<file path="src/include/ptm_pkg.sv">
// Purpose: Constants for the periodic timer block
// Assumes: AXI4-Lite register access, 32-bit words
// Notes:   Offsets are byte addresses
package ptm_pkg;
  localparam logic [7:0] CTRL0_OFF    = 8'h00;
  localparam logic [7:0] CTRL1_OFF    = 8'h04;
  localparam logic [7:0] CNT_LO_OFF   = 8'h08;
  localparam logic [7:0] CNT_HI_OFF   = 8'h0C;
  localparam logic [7:0] CMPA_LO_OFF  = 8'h10;
  localparam logic [7:0] CMPA_HI_OFF  = 8'h14;
  localparam logic [7:0] PER_LO_OFF   = 8'h18;
  localparam logic [7:0] PER_HI_OFF   = 8'h1C;
  localparam logic [7:0] FLAGS_OFF    = 8'h20;
  // Control 0 fields
  localparam int PAUSE_BIT  = 7;
  localparam int CKSEL_LSB  = 4;
  localparam int RUN_BIT    = 3;
  // Control 1 fields
  localparam int MODE_LSB   = 6;
  localparam int PACT_LSB   = 4;
  localparam int INIT_BIT   = 3;
  localparam int INV_BIT    = 2;
  localparam int CLRSEL_BIT = 0;
  // Flag register fields
  localparam int FLAG_A_BIT = 0;
  localparam int FLAG_P_BIT = 1;
  localparam logic [7:0]  CTRL_RST = 8'h00;
  localparam logic [9:0]  VAL_RST  = 10'h000;
  localparam logic [9:0]  CNT_MAX  = 10'h3FF;
  localparam logic [1:0]  RESP_OKAY   = 2'b00;
  localparam logic [1:0]  RESP_SLVERR = 2'b10;
  localparam logic [1:0]  MODE_CMP = 2'b00;
  localparam logic [1:0]  MODE_PWM = 2'b10;
  localparam logic [1:0]  MODE_TC  = 2'b11;
  localparam logic [1:0]  PACT_NONE = 2'b00;
  localparam logic [1:0]  PACT_LOW  = 2'b01;
  localparam logic [1:0]  PACT_HIGH = 2'b10;
  localparam logic [1:0]  PACT_TOG  = 2'b11;
  localparam logic [2:0]  CK_SYS4   = 3'h0;
  localparam logic [2:0]  CK_SYS    = 3'h1;
  localparam logic [2:0]  CK_H16    = 3'h2;
  localparam logic [2:0]  CK_H64    = 3'h3;
  localparam logic [2:0]  CK_EXTR   = 3'h6;
  localparam logic [2:0]  CK_EXTF   = 3'h7;
  localparam logic [5:0]  DIV4_MASK  = 6'h03;
  localparam logic [5:0]  DIV16_MASK = 6'h0F;
  localparam logic [5:0]  DIV64_MASK = 6'h3F;
endpackage : ptm_pkg

</file>
<file path="src/rtl/ptm_timer.sv">
// Purpose: 10-bit periodic timer with comparators A and P, AXI4-Lite registers
// Assumes: CORE_CLK is the system clock; high and sub clocks arrive as inputs
// Notes:   Counter ticks are one-cycle enables made from the selected source
`timescale 1ns/10ps
// Functional notes
// - Counter readable as low byte and high byte bits 9..8, rest zero.
// - Comparator A value read/write, high byte holds bits 9..8 only.
// - Comparator P value read/write, high byte holds bits 9..8 only.
// - Mode 00 compare, 11 timer, 10 PWM, 10 with action 11 single pulse.
// - Clear-select low: clear on P match or overflow when P zero; both flags.
// - Clear-select high: clear on A match, only A flag raised.
// - A value zero: no A flag; with clear-select high, counter overflows at 3FF.
// - Compare mode: after run rise, pin changes only on A flag, per pin action field.
// - Compare mode: run rising edge loads pin with initial level.
// - Timer mode behaves as compare mode but leaves pin undriven.
// - PWM ignores clear-select; P gives period, zero means 1024; A duty.
// - PWM raises A flag and P flag on their matches.
// - PWM duty at or above period gives full active output.
// - PWM counting and flags continue while pin forced inactive or active.
// - PWM active level from initial bit, output inverted by invert bit.
// - Single pulse starts on run rise, software or external clock edge.
// - Pulse ends on run clear or A match; A match clears run, flags.
// - Single pulse clears counter only on run rise, ignores P and clear-select.
// - Run rise zeroes counter; run fall holds residual count.
// - Three-bit clock select: sys/4, sys, high/16, high/64, sub, ext edges.
// - Pause freezes counter; clearing pause resumes from held value.
module ptm_timer
  import ptm_pkg::*;
(
  input  wire logic        CORE_CLK,
  input  wire logic        RST,
  input  wire logic        HIGH_CLK_TICK,
  input  wire logic        SUB_CLK,
  input  wire logic        EXT_CLK_PIN,
  output logic             TIMER_OUT,
  output logic             TIMER_OUT_EN,
  output logic             MATCH_A_FLAG,
  output logic             MATCH_P_FLAG,
  input  wire logic [7:0]  S_AXI_AWADDR,
  input  wire logic        S_AXI_AWVALID,
  output logic             S_AXI_AWREADY,
  input  wire logic [31:0] S_AXI_WDATA,
  input  wire logic [3:0]  S_AXI_WSTRB,
  input  wire logic        S_AXI_WVALID,
  output logic             S_AXI_WREADY,
  output logic [1:0]       S_AXI_BRESP,
  output logic             S_AXI_BVALID,
  input  wire logic        S_AXI_BREADY,
  input  wire logic [7:0]  S_AXI_ARADDR,
  input  wire logic        S_AXI_ARVALID,
  output logic             S_AXI_ARREADY,
  output logic [31:0]      S_AXI_RDATA,
  output logic [1:0]       S_AXI_RRESP,
  output logic             S_AXI_RVALID,
  input  wire logic        S_AXI_RREADY
);

  ////////////////////////////////////////////////////////////////////////////
  // Register state
  logic [7:0] ctrl0_q;
  logic [7:0] ctrl1_q;
  logic [9:0] cmpa_q;
  logic [9:0] per_q;
  logic [9:0] cnt_q;
  logic       flag_a_q;
  logic       flag_p_q;
  logic       pin_q;
  logic       run_prev_q;

  logic [7:0] aw_addr_q;
  logic [31:0] w_data_q;
  logic [3:0] w_strb_q;
  logic       aw_full_q;
  logic       w_full_q;
  logic       bvalid_q;
  logic [1:0] bresp_q;
  logic       rvalid_q;
  logic [31:0] rdata_q;
  logic [1:0] rresp_q;

  function automatic logic known_addr(input logic [7:0] a);
    known_addr = (a == CTRL0_OFF) || (a == CTRL1_OFF) || (a == CNT_LO_OFF) ||
                 (a == CNT_HI_OFF) || (a == CMPA_LO_OFF) || (a == CMPA_HI_OFF) ||
                 (a == PER_LO_OFF) || (a == PER_HI_OFF) || (a == FLAGS_OFF);
  endfunction : known_addr

  ////////////////////////////////////////////////////////////////////////////
  // AXI4-Lite write path: address and data taken in either order
  logic do_write;
  logic wr_ok;
  logic [7:0] wbyte;
  assign S_AXI_AWREADY = !aw_full_q && !bvalid_q;
  assign S_AXI_WREADY  = !w_full_q && !bvalid_q;
  assign do_write      = aw_full_q && w_full_q && !bvalid_q;
  assign wr_ok         = known_addr(aw_addr_q);
  assign wbyte         = w_strb_q[0] ? w_data_q[7:0] : 8'h00;

  always_ff @(posedge CORE_CLK or posedge RST) begin
    if (RST) begin
      aw_full_q <= 1'b0;
      w_full_q  <= 1'b0;
      aw_addr_q <= 8'h00;
      w_data_q  <= 32'h0000_0000;
      w_strb_q  <= 4'h0;
    end else begin
      if (S_AXI_AWVALID && S_AXI_AWREADY) begin
        aw_full_q <= 1'b1;
        aw_addr_q <= S_AXI_AWADDR;
      end else if (do_write) begin
        aw_full_q <= 1'b0;
      end
      if (S_AXI_WVALID && S_AXI_WREADY) begin
        w_full_q <= 1'b1;
        w_data_q <= S_AXI_WDATA;
        w_strb_q <= S_AXI_WSTRB;
      end else if (do_write) begin
        w_full_q <= 1'b0;
      end
    end
  end

  always_ff @(posedge CORE_CLK or posedge RST) begin
    if (RST) begin
      bvalid_q <= 1'b0;
      bresp_q  <= RESP_OKAY;
    end else if (do_write) begin
      bvalid_q <= 1'b1;
      bresp_q  <= wr_ok ? RESP_OKAY : RESP_SLVERR;
    end else if (S_AXI_BREADY) begin
      bvalid_q <= 1'b0;
    end
  end
  assign S_AXI_BVALID = bvalid_q;
  assign S_AXI_BRESP  = bresp_q;

  logic sw_wr_ctrl0;
  logic sw_wr_ctrl1;
  assign sw_wr_ctrl0 = do_write && w_strb_q[0] && (aw_addr_q == CTRL0_OFF);
  assign sw_wr_ctrl1 = do_write && w_strb_q[0] && (aw_addr_q == CTRL1_OFF);

  always_ff @(posedge CORE_CLK or posedge RST) begin
    if (RST) begin
      cmpa_q <= VAL_RST;
      per_q  <= VAL_RST;
    end else if (do_write && w_strb_q[0]) begin
      unique case (aw_addr_q)
        CMPA_LO_OFF: cmpa_q[7:0] <= wbyte;
        CMPA_HI_OFF: cmpa_q[9:8] <= wbyte[1:0];
        PER_LO_OFF:  per_q[7:0]  <= wbyte;
        PER_HI_OFF:  per_q[9:8]  <= wbyte[1:0];
        default: ;
      endcase
    end
  end

  always_ff @(posedge CORE_CLK or posedge RST) begin
    if (RST) begin
      ctrl1_q <= CTRL_RST;
    end else if (sw_wr_ctrl1) begin
      ctrl1_q <= wbyte;
    end
  end

  ////////////////////////////////////////////////////////////////////////////
  // Read path
  always_ff @(posedge CORE_CLK or posedge RST) begin
    if (RST) begin
      rvalid_q <= 1'b0;
      rdata_q  <= 32'h0000_0000;
      rresp_q  <= RESP_OKAY;
    end else if (S_AXI_ARVALID && S_AXI_ARREADY) begin
      rvalid_q <= 1'b1;
      rresp_q  <= known_addr(S_AXI_ARADDR) ? RESP_OKAY : RESP_SLVERR;
      unique case (S_AXI_ARADDR)
        CTRL0_OFF:   rdata_q <= {24'h00_0000, ctrl0_q[7:3], 3'b000};
        CTRL1_OFF:   rdata_q <= {24'h00_0000, ctrl1_q};
        CNT_LO_OFF:  rdata_q <= {24'h00_0000, cnt_q[7:0]};
        CNT_HI_OFF:  rdata_q <= {30'h0000_0000, cnt_q[9:8]};
        CMPA_LO_OFF: rdata_q <= {24'h00_0000, cmpa_q[7:0]};
        CMPA_HI_OFF: rdata_q <= {30'h0000_0000, cmpa_q[9:8]};
        PER_LO_OFF:  rdata_q <= {24'h00_0000, per_q[7:0]};
        PER_HI_OFF:  rdata_q <= {30'h0000_0000, per_q[9:8]};
        FLAGS_OFF:   rdata_q <= {30'h0000_0000, flag_p_q, flag_a_q};
        default:     rdata_q <= 32'h0000_0000;
      endcase
    end else if (S_AXI_RREADY) begin
      rvalid_q <= 1'b0;
    end
  end
  assign S_AXI_ARREADY = !rvalid_q;
  assign S_AXI_RVALID  = rvalid_q;
  assign S_AXI_RDATA   = rdata_q;
  assign S_AXI_RRESP   = rresp_q;

  ////////////////////////////////////////////////////////////////////////////
  // Clock source selection and external pin synchroniser
  logic [2:0] ext_sync_q;
  logic [1:0] sub_sync_q;
  logic       sub_prev_q;
  logic [5:0] pre_q;
  logic [5:0] hpre_q;
  logic       ext_rise;
  logic       ext_fall;
  logic       tick;
  logic [2:0] cksel;
  assign cksel    = ctrl0_q[CKSEL_LSB +: 3];
  assign ext_rise = ext_sync_q[1] && !ext_sync_q[2];
  assign ext_fall = !ext_sync_q[1] && ext_sync_q[2];

  always_ff @(posedge CORE_CLK or posedge RST) begin
    if (RST) begin
      ext_sync_q <= 3'b000;
      sub_sync_q <= 2'b00;
      sub_prev_q <= 1'b0;
      pre_q      <= 6'h00;
      hpre_q     <= 6'h00;
    end else begin
      ext_sync_q <= {ext_sync_q[1:0], EXT_CLK_PIN};
      sub_sync_q <= {sub_sync_q[0], SUB_CLK};
      sub_prev_q <= sub_sync_q[1];
      pre_q      <= pre_q + 6'h01;
      if (HIGH_CLK_TICK) begin
        hpre_q <= hpre_q + 6'h01;
      end
    end
  end

  always_comb begin
    unique case (cksel)
      CK_SYS4:  tick = (pre_q & DIV4_MASK) == DIV4_MASK;
      CK_SYS:   tick = 1'b1;
      CK_H16:   tick = HIGH_CLK_TICK && ((hpre_q & DIV16_MASK) == DIV16_MASK);
      CK_H64:   tick = HIGH_CLK_TICK && ((hpre_q & DIV64_MASK) == DIV64_MASK);
      CK_EXTR:  tick = ext_rise;
      CK_EXTF:  tick = ext_fall;
      default:  tick = sub_sync_q[1] && !sub_prev_q;
    endcase
  end

  ////////////////////////////////////////////////////////////////////////////
  // Mode decode and comparators
  logic [1:0] mode;
  logic [1:0] pact;
  logic       is_pwm;
  logic       is_pulse;
  logic       is_cmp_like;
  logic       run;
  logic       run_rise;
  logic       counting;
  logic       match_a;
  logic       match_p;
  logic       overflow;
  logic       clr_cnt;
  logic       ev_a;
  logic       ev_p;
  logic [9:0] per_last;
  logic       ext_trig;

  assign mode        = ctrl1_q[MODE_LSB +: 2];
  assign pact        = ctrl1_q[PACT_LSB +: 2];
  assign is_pwm      = (mode == MODE_PWM) && (pact != PACT_TOG);
  assign is_pulse    = (mode == MODE_PWM) && (pact == PACT_TOG);
  assign is_cmp_like = (mode == MODE_CMP) || (mode == MODE_TC);
  assign run         = ctrl0_q[RUN_BIT];
  assign run_rise    = run && !run_prev_q;
  assign counting    = run && !ctrl0_q[PAUSE_BIT] && tick && !run_rise;
  // Pending increment: compare against the value about to be reached
  assign match_a     = counting && (cmpa_q != VAL_RST) && (cnt_q + 10'h001 == cmpa_q);
  assign per_last    = per_q - 10'h001;
  assign overflow    = counting && (cnt_q == CNT_MAX);
  assign match_p     = counting && ((per_q == VAL_RST) ? overflow
                                                       : (cnt_q + 10'h001 == per_q));
  assign ext_trig    = is_pulse && !run &&
                       ((cksel == CK_EXTF) ? ext_fall : ext_rise);

  always_comb begin
    clr_cnt = 1'b0;
    ev_a    = 1'b0;
    ev_p    = 1'b0;
    if (is_cmp_like) begin
      if (ctrl1_q[CLRSEL_BIT]) begin
        ev_a    = match_a;
        clr_cnt = match_a || (cmpa_q == VAL_RST && overflow);
      end else begin
        ev_a    = match_a;
        ev_p    = match_p;
        clr_cnt = match_p;
      end
    end else if (is_pwm) begin
      ev_a    = match_a;
      ev_p    = match_p;
      clr_cnt = match_p;
    end else if (is_pulse) begin
      ev_a    = match_a;
    end
  end

  ////////////////////////////////////////////////////////////////////////////
  // Control 0 with hardware run set and clear
  always_ff @(posedge CORE_CLK or posedge RST) begin
    if (RST) begin
      ctrl0_q <= CTRL_RST;
    end else begin
      if (sw_wr_ctrl0) begin
        ctrl0_q <= {wbyte[7:3], 3'b000};
      end
      if (ext_trig) begin
        ctrl0_q[RUN_BIT] <= 1'b1;
      end else if (is_pulse && ev_a) begin
        ctrl0_q[RUN_BIT] <= 1'b0;
      end
    end
  end

  always_ff @(posedge CORE_CLK or posedge RST) begin
    if (RST) begin
      run_prev_q <= 1'b0;
    end else begin
      run_prev_q <= run;
    end
  end

  ////////////////////////////////////////////////////////////////////////////
  // Counter
  always_ff @(posedge CORE_CLK or posedge RST) begin
    if (RST) begin
      cnt_q <= VAL_RST;
    end else if (run_rise) begin
      cnt_q <= VAL_RST;
    end else if (counting) begin
      cnt_q <= clr_cnt ? VAL_RST : cnt_q + 10'h001;
    end
  end

  ////////////////////////////////////////////////////////////////////////////
  // Sticky flags; set beats a software clear in the same cycle
  logic clr_a;
  logic clr_p;
  assign clr_a = do_write && w_strb_q[0] && (aw_addr_q == FLAGS_OFF) && wbyte[FLAG_A_BIT];
  assign clr_p = do_write && w_strb_q[0] && (aw_addr_q == FLAGS_OFF) && wbyte[FLAG_P_BIT];

  always_ff @(posedge CORE_CLK or posedge RST) begin
    if (RST) begin
      flag_a_q <= 1'b0;
      flag_p_q <= 1'b0;
    end else begin
      flag_a_q <= ev_a || (flag_a_q && !clr_a);
      flag_p_q <= ev_p || (flag_p_q && !clr_p);
    end
  end
  assign MATCH_A_FLAG = flag_a_q;
  assign MATCH_P_FLAG = flag_p_q;

  ////////////////////////////////////////////////////////////////////////////
  // Output pin
  logic pwm_active;
  logic act_lvl;
  logic pwm_lvl;
  assign act_lvl    = ctrl1_q[INIT_BIT];
  // Duty at or above period keeps the output active all period
  assign pwm_active = (per_q == VAL_RST) ? (cnt_q < cmpa_q)
                    : ((cmpa_q >= per_q) || (cnt_q < cmpa_q));
  always_comb begin
    unique case (pact)
      PACT_NONE: pwm_lvl = !act_lvl;
      PACT_LOW:  pwm_lvl = act_lvl;
      default:   pwm_lvl = run && pwm_active ? act_lvl : !act_lvl;
    endcase
  end

  always_ff @(posedge CORE_CLK or posedge RST) begin
    if (RST) begin
      pin_q <= 1'b0;
    end else if (mode == MODE_CMP) begin
      if (run_rise) begin
        pin_q <= ctrl1_q[INIT_BIT];
      end else if (ev_a) begin
        unique case (pact)
          PACT_LOW:  pin_q <= 1'b0;
          PACT_HIGH: pin_q <= 1'b1;
          PACT_TOG:  pin_q <= !pin_q;
          default:   pin_q <= pin_q;
        endcase
      end
    end else if (is_pwm) begin
      pin_q <= pwm_lvl;
    end else if (is_pulse) begin
      pin_q <= (run || ext_trig) && !(ev_a) ? act_lvl : !act_lvl;
    end
  end

  // Polarity inversion applies to waveform modes; timer mode releases the pin
  assign TIMER_OUT    = pin_q ^ (ctrl1_q[INV_BIT] && (mode != MODE_TC));
  assign TIMER_OUT_EN = (mode != MODE_TC) && (mode != 2'b01);

  logic unused_ok;
  assign unused_ok = ^{per_last, w_data_q[31:8], w_strb_q[3:1]};

endmodule : ptm_timer

</file>
<file path="config.mk">
export PLATFORM = sky130hd
export DESIGN_NAME = ptm_timer
export DESIGN_NICKNAME = d
export VERILOG_FILES = /design/src/include/ptm_pkg.sv /design/src/rtl/ptm_timer.sv
export SDC_FILE = /design/constraint.sdc
export NUM_CORES = 1
export LEC_CHECK = 0
export ABC_AREA = 0
export BUFFER_PORTS_ARGS = -buffer_cell sky130_fd_sc_hd__buf_2
export CORE_UTILIZATION = 45
export CTS_BUF_LIST = sky130_fd_sc_hd__clkbuf_8
export DETAILED_ROUTE_END_ITERATION = 7
export PLACE_DENSITY = 0.64
export SETUP_SLACK_MARGIN = 0.2
export SLEW_MARGIN = 20
export SYNTH_ARGS = -nofsm -noshare
export SYNTH_HDL_FRONTEND = slang
export SYNTH_SLANG_ARGS = --single-unit
</file>
<file path="constraint.sdc">
create_clock -name CORE_CLK -period 8.7 [get_ports CORE_CLK]
set_input_delay 0.87 -clock CORE_CLK [delete_from_list [all_inputs] [get_ports CORE_CLK]]
set_output_delay 0.87 -clock CORE_CLK [all_outputs]
set_load 0.1 [all_outputs]
</file>
==> reports/metrics.csv, run 1 <==
stage,metric,value,unit
floorplan,initial_core_util,0.465,
cts,cts_made_buffers,9,
setup_path,crit_start,cnt_q[0]$_DFFE_PP0P_,
cts,htreeDepth,3,
cts,path_clk_slew,0.09,ns
setup_path,r2r_setup_slack,5.38,ns
synth,yosysMostFrequentCell,dfrtp_1,
detailed_routing,vias,4456,
global_route,grt_max_degree,61,
synth,synth_ff_type,dfrtp_1,
synth,yosysSeqAreaShare,0.409,
timing,period_minus_slack,3.32,ns
synth,yosys_warnings,0,
timing,setup-tns-final,0,ns
synth,synth_top_family_by_area,simple AND/OR/NAND/NOR gates,
global_route,antenna_found_initial,0,
setup_path,worstPathMaxFanout,17,
global_route,grtUsageMet2,0.347,
synth,syn_area,5630,µm²
synth,muxShareOfSynthArea,0.0968,
power,irDropWorstVdd,0.143,mV
cts,ctsResizeCount,0,
timing,hold_viol_final,0,
power,power.density,261,nW/µm²
synth,ys_ff_latch,92,
final_layout,regArea,2300,µm²
synth,synth-adder-area-share,0.0622,
cts,clk_path_buf_depth,2,
detailed_routing,first_pass_iters,5,
setup_path,worstPathCellList,ha_1 > nand3_4 > xnor2_2 > xnor2_1 > or4_1 > o32a_1 > a2111o_1 > a31oi_1 > mux2i_1,
detailed_routing,wl,13300,µm
hold_path,hp-class,register to register,
cts,postCtsHoldBufs,0,
placed_design,dp_hpwl,10200,µm
hold_path,hp-start,ext_sync_q[0]$_DFF_PP0_,
synth,synth-compound-area-share,0.138,
global_route,grt_pass1_wl,22000,µm
detailed_routing,dr.first_iter.drc_count,242,
flow_run,maxCapViolCount,0,
synth,synth_common_cells,"dfrtp_1 (92), nand2_1 (63), mux2_2 (40)",
floorplan,fp.dieW,114,µm
detailed_routing,viasPerCell,5.58,
synth,synthTopCellsByArea,"dfrtp_1 (41%), mux2_2 (8.0%), ha_1 (6.2%), nand2_1 (4.2%), buf_4 (3.5%)",
timing,setup_viol,0,
final_layout,areaGrowthSynthToFinish,8.66,%
floorplan,die_y,114,µm
final_layout,fillerInstances,1150,
timing,max_slew_margin,0.317,
timing,fin_skew,0.0110,ns
cts,cts-root-buf,clkbuf_8,
synth,yosysTopAreaCell,dfrtp_1,
setup_path,worstSetupPathType,register to register,
setup_path,reg2reg_from,cnt_q[0]$_DFFE_PP0P_,
detailed_routing,drc,0,
floorplan,dieArea,13000,µm²
synth,synth_edf_count,0,
setup_path,critPathLaunchType,register,
setup_path,arrival,3.57,ns
cts,clock_latency,0.38,ns
cts,cts_tree,built,
global_route,grt_usage,0.221,
run_status,outcome,"finished, final reports clean",
setup_path,cp_slowest_stage_delay,0.56,ns
placed_design,gp_congestion,0.950,
floorplan,placementRows,40,
final_layout,multi_input_area,2980,µm²
synth,yosys.area.top_type_share,0.409,
timing,worst_slew_pin_slew,1.02,ns
setup_path,r2r_end,cnt_q[5]$_DFFE_PP0P_,
placed_design,io_buffers,53,
global_route,use_met1,0.297,
placed_design,detailed_place.area,5910,µm²
setup_path,reg2regPathDepth,9,
timing,rsz0062_at_grt,no,
synth,synth_cell_types,71,
global_route,grt_pass1_vias,4334,
timing,period_share,0.382,
setup_path,critPathRequiredTime,8.95,ns
detailed_routing,wl_per_cell,16.7,µm
hold_path,hold_end,ext_sync_q[1]$_DFF_PP0_,
synth,synth_xor_xnor_area_share,0.0442,
synth,syn_area_per_cell,9.75,µm²
setup_path,crit_path_end_kind,register,
cts,cts.sinks,92,
power,p_leak,0.00273,µW
final_layout,fin_area,6120,µm²
setup_path,slowest_stage,dfrtp_1,
floorplan,io_pins,107,
final_layout,num_antenna_cells,0,
timing,drv_slew,0,
hold_path,hold_depth,0,
global_route,use_met3,0.0399,
global_route,grt.overflow.total,0,
cts,post_cts_buffers,0,
synth,ys_async_sr_fraction,1.00,
timing,fmax,301,MHz
synth,synth-simple-area-share,0.170,
floorplan,core_area,12100,µm²
final_layout,fin_nets,715,
final_layout,drive_gt1_frac,0.194,
global_route,gr-max-usage-layer,met2,
synth,netlist_instances,578,
detailed_routing,postRouteAntennaNets,0,
[worst max-delay path: cells and delay by family (launching register included)]
family	cells	cell delay, ns
compound gates	3	1.15
xor+xnor	2	0.34
fa+ha+maj	1	0.34
flops	1	0.56
mux	1	0.09
simple gates	2	0.72
[routing by layer]
| metal | vias to the layer above | wire length, µm |
|---|---|---|
| met5 | - | 0 |
| met4 | 0 | 374 |
| met3 | 32 | 772 |
| met2 | 165 | 6040 |
| met1 | 2144 | 6130 |
| li1 | 2115 | - |
[cell type report]
type	instances	share of cell area
repair buffers	55	0.0458
multi-input cells	430	0.487
inverters	37	0.0229
well taps	168	0.0343
flip-flops and latches	92	0.376
clock inverters	6	0.0116
clock buffers	10	0.0225
[cells by family (layout without fill, tap and decap cells)]
group,count (synthesis),in the layout
simple gates,186,186
compound gates,117,117
flops,92,92
buf+inv,81,108
mux,47,47
fa+ha+maj,28,28
xor+xnor,26,26
other cells,1,26
[how the worst max path moves through the flow]
stage,to,slack (ns),cells after the start
final,cnt_q[5]$_DFFE_PP0P_,5.38,9
after global routing,cnt_q[4]$_DFFE_PP0P_,5.15,9
after CTS,cnt_q[2]$_DFFE_PP0P_,5.39,9
after detailed placement,cnt_q[2]$_DFFE_PP0P_,5.41,9
after global placement,cnt_q[5]$_DFFE_PP0P_,5.45,9
after floorplan,w_data_q[0]$_DFFE_PP0P_,5.43,4
[layout by cell type (no fill, tap or decap), types with 8 or more instances in the layout]
cell      count
a22oi_1      11
nor4_1       12
inv_1        36
nor3_1        9
nand2_1      63
nor2_1       33
mux2_2       40
xor2_1        8
a21oi_1      16
conb_1       26
o21ai_0      32
a31oi_1       8
dfrtp_1      92
clkbuf_8     10
buf_2        53
nor2b_1      10
xnor2_1      16
ha_1         28
nand4_1       9
nand3_1      14
[sequential cells by signal, indices dropped and copies added (netlist names), 2 cells and up]
register,flops
S_AXI_RDATA,8
ctrl1_q,8
sub_sync_q,2
cnt_q,10
cmpa_q,10
w_data_q,8
hpre_q,6
aw_addr_q,8
pre_q,2
per_q,10
ctrl0_q,5
ext_sync_q,3
[power by group]
group | leakage (µW) | switching, µW | internal, µW | total [µW]
clock network | 0.000110 | 161 | 144 | 305
registers | 0.00118 | 153 | 527 | 680
logic | 0.00144 | 381 | 232 | 613
total | 0.00273 | 695 | 903 | 1600
[per-stage QoR]
| step | worst slack, ns | hold WS, ns | utilization | power (µW) | instances |
|---|---|---|---|---|---|
| floorplan | 5.43 | 0.331 | - | 1170 | 603 |
| global placement | 5.45 | 0.334 | 0.488 | 1280 | 782 |
| detailed placement | 5.41 | 0.335 | 0.488 | 1300 | 782 |
| CTS | 5.39 | 0.361 | 0.505 | 1610 | 798 |
| global route | 5.15 | 0.368 | 0.505 | 1710 | 798 |
| finish | 5.38 | 0.357 | 0.505 | 1600 | 798 |
No activity file was read; power rests on OpenSTA's default activity.
==> run 2: changes to the inputs <==
--- a/config.mk
+++ b/config.mk
@@ -10,7 +10,7 @@
 export CORE_UTILIZATION = 45
 export CTS_BUF_LIST = sky130_fd_sc_hd__clkbuf_8
 export DETAILED_ROUTE_END_ITERATION = 7
-export PLACE_DENSITY = 0.64
+export PLACE_DENSITY = 0.67
 export SETUP_SLACK_MARGIN = 0.2
 export SLEW_MARGIN = 20
 export SYNTH_ARGS = -nofsm -noshare
==> constraint.sdc (replaced) <==
create_clock -name CORE_CLK -period 2.7 [get_ports CORE_CLK]
set_input_delay 0.27 -clock CORE_CLK [delete_from_list [all_inputs] [get_ports CORE_CLK]]
set_output_delay 0.27 -clock CORE_CLK [all_outputs]
set_load 0.1 [all_outputs]
==> reports/metrics.csv, run 2 (synthesis gave the netlist of run 1 again) <==
stage,metric,value,unit
run_status,outcome,"complete, but fails checks",
run_status,violations,negative setup slack,
power,switching_share,0.429,
timing,fin_skew,0.0131,ns
final_layout,reg_top3,"cmpa_q x10, cnt_q x10, per_q x10",
placed_design,gp_congestion,0.992,
timing,max_slew_margin,0.620,
setup_path,reg2reg_from,cnt_q[0]$_DFFE_PP0P_,
floorplan,die_y,114,µm
setup_path,critPathLaunchType,register,
floorplan,core_area,12100,µm²
cts,htreeDepth,3,
timing,period_share,1.01,
cts,cts.sinks,92,
detailed_routing,first_pass_iters,5,
floorplan,dieArea,13000,µm²
global_route,antenna_found_initial,0,
timing,hold_viol_final,0,
setup_path,worstSetupPathType,register to register,
global_route,grt_pass1_vias,4693,
timing,rsz0062_at_grt,yes,
power,power.total,5540,µW
power,power.internal,3160,µW
timing,hold_ws,0.0258,ns
cts,cts_tree,built,
timing,setup_viol,3,
setup_path,crit_start,cnt_q[0]$_DFFE_PP0P_,
flow_run,maxCapViolCount,0,
cts,path_clk_slew,0.09,ns
detailed_routing,postRouteAntennaNets,0,
power,power.density,824,nW/µm²
global_route,grt_usage,0.233,
power,netSwitchingPower,2380,µW
final_layout,regArea,2300,µm²
final_layout,stdcell_count,856,
power,combPwrFrac,0.459,
detailed_routing,drc,0,
power,p_leak,0.00307,µW
final_layout,mostFrequentLayoutCells,"dfrtp_1 (92), nand2_1 (63), buf_4 (54), buf_2 (53), mux2_2 (39)",
detailed_routing,wl_per_cell,16.4,µm
final_layout,multi_input_area,3130,µm²
global_route,grt_pass1_wl,23300,µm
detailed_routing,dr.first_iter.drc_count,318,
cts,cts-root-buf,clkbuf_8,
placed_design,io_buffers,53,
power,p_clk_frac,0.162,
final_layout,drive_gt1_frac,0.278,
final_layout,final_common_cell,dfrtp_1,
cts,clk_path_buf_depth,2,
timing,worst_slew_pin_slew,0.567,ns
global_route,grt.overflow.total,0,
timing,drv_slew,0,
floorplan,fp.dieW,114,µm
global_route,grt_max_degree,93,
placed_design,detailed_place.area,6350,µm²
final_layout,fin_area,6720,µm²
placed_design,dp_hpwl,10700,µm
floorplan,placementRows,40,
timing,period_minus_slack,2.73,ns
setup_path,crit_path_end_kind,register,
final_layout,areaGrowthSynthToFinish,19.3,%
final_layout,num_antenna_cells,0,
detailed_routing,vias,4704,
cts,cts_made_buffers,9,
floorplan,io_pins,107,
cts,clock_latency,0.37,ns
placed_design,dp_cells,833,
power,irDropWorstVdd,0.500,mV
setup_path,worstPathMaxFanout,17,
final_layout,fillerInstances,1121,
setup_path,critPathRequiredTime,2.95,ns
setup_path,arrival,2.98,ns
floorplan,initial_core_util,0.465,
final_layout,fin_nets,773,
timing,fmax,367,MHz
detailed_routing,wl,14000,µm
final_layout,final_util,0.555,
detailed_routing,viasPerCell,5.50,
hold_path,hp-class,primary input to async pin,
power,pwr-share-seq,0.379,
timing,fin_ws,-0.0253,ns
-- run 2: cell count changes in the layout (fill, tap and decap cells not counted), sizes merged --
| cell | change |
|---|---|
| buf | +56 |
| clkinv | -3 |
| dlygate4sd3 | +2 |
| inv | +2 |
| bufinv | -1 |
| clkbuf | +1 |
| clkinvlp | +1 |
-- run 2: layout make-up --
class                   instances  area share
clock inverters                 5     0.00540
well taps                     168      0.0313
multi-input cells             430       0.466
repair buffers                113       0.111
flip-flops and latches         92       0.343
clock buffers                  11      0.0225
inverters                      37      0.0212
-- run 2: power groups by stage --
| stage | clock [µW] | combinational [µW] | sequential (µW) |
|---|---|---|---|
| after floorplan | 0 | 1680 | 2150 |
| after global placement | 0 | 2340 | 2110 |
| after detailed placement | 0 | 2410 | 2130 |
| after CTS | 934 | 2520 | 2100 |
| after global routing | 978 | 2760 | 2160 |
| final | 897 | 2540 | 2100 |
-- run 2: per-stage QoR --
stage          setup slack, ns  setup TNS (ns)
2_1_floorplan          0.00538               0
5_1_grt                 -0.148           -1.10
3_3_place_gp          -0.00960         -0.0168
3_5_place_dp           -0.0467          -0.233
6_report               -0.0253         -0.0476
4_1_cts                -0.0376          -0.111
-- run 2: worst max-delay path, cell delays in order (launching register included) --
cell and delay, ns:
dfrtp_1 0.42, ha_4 0.19, nand3_4 0.11, xnor2_4 0.15, xnor2_1 0.12, or4_1 0.53, o32a_1 0.34, a2111o_1 0.31
buf_6 0.17, a31oi_1 0.17, mux2i_1 0.09
-- run 2: what timing repair did --
item | CTS | global route
buffers inserted | 5 | 0
endpoints found under the setup margin | 13 | 14
endpoints found under the hold margin | 2 | 0
hold buffers | 2 | 0
pin swaps | 8 | 1
resized for setup | 15 | 7
-- run 2: layer usage --
| metal | track usage | share of wire |
|---|---|---|
| met4 | 0.106 | 0.031 |
| met3 | 0.0558 | 0.071 |
| met2 | 0.372 | 0.46 |
| met5 | 0 | 0 |
| met1 | 0.302 | 0.44 |
-- run 2: final timing paths --
check / cells past startpoint / slack, ns / endpoint
setup / recovery: 10 / -0.03 / cnt_q[2]$_DFFE_PP0P_
max in group asynchronous: 3 / 2.29 / cnt_q[2]$_DFFE_PP0P_
hold reg to reg: 0 / 0.35 / sub_sync_q[1]$_DFF_PP0_
hold / removal: 3 / 0.03 / ctrl1_q[4]$_DFFE_PP0P_
min in group CORE_CLK: 2 / 0.07 / S_AXI_RVALID$_DFFE_PP0P_
setup reg to reg: 10 / -0.03 / cnt_q[2]$_DFFE_PP0P_
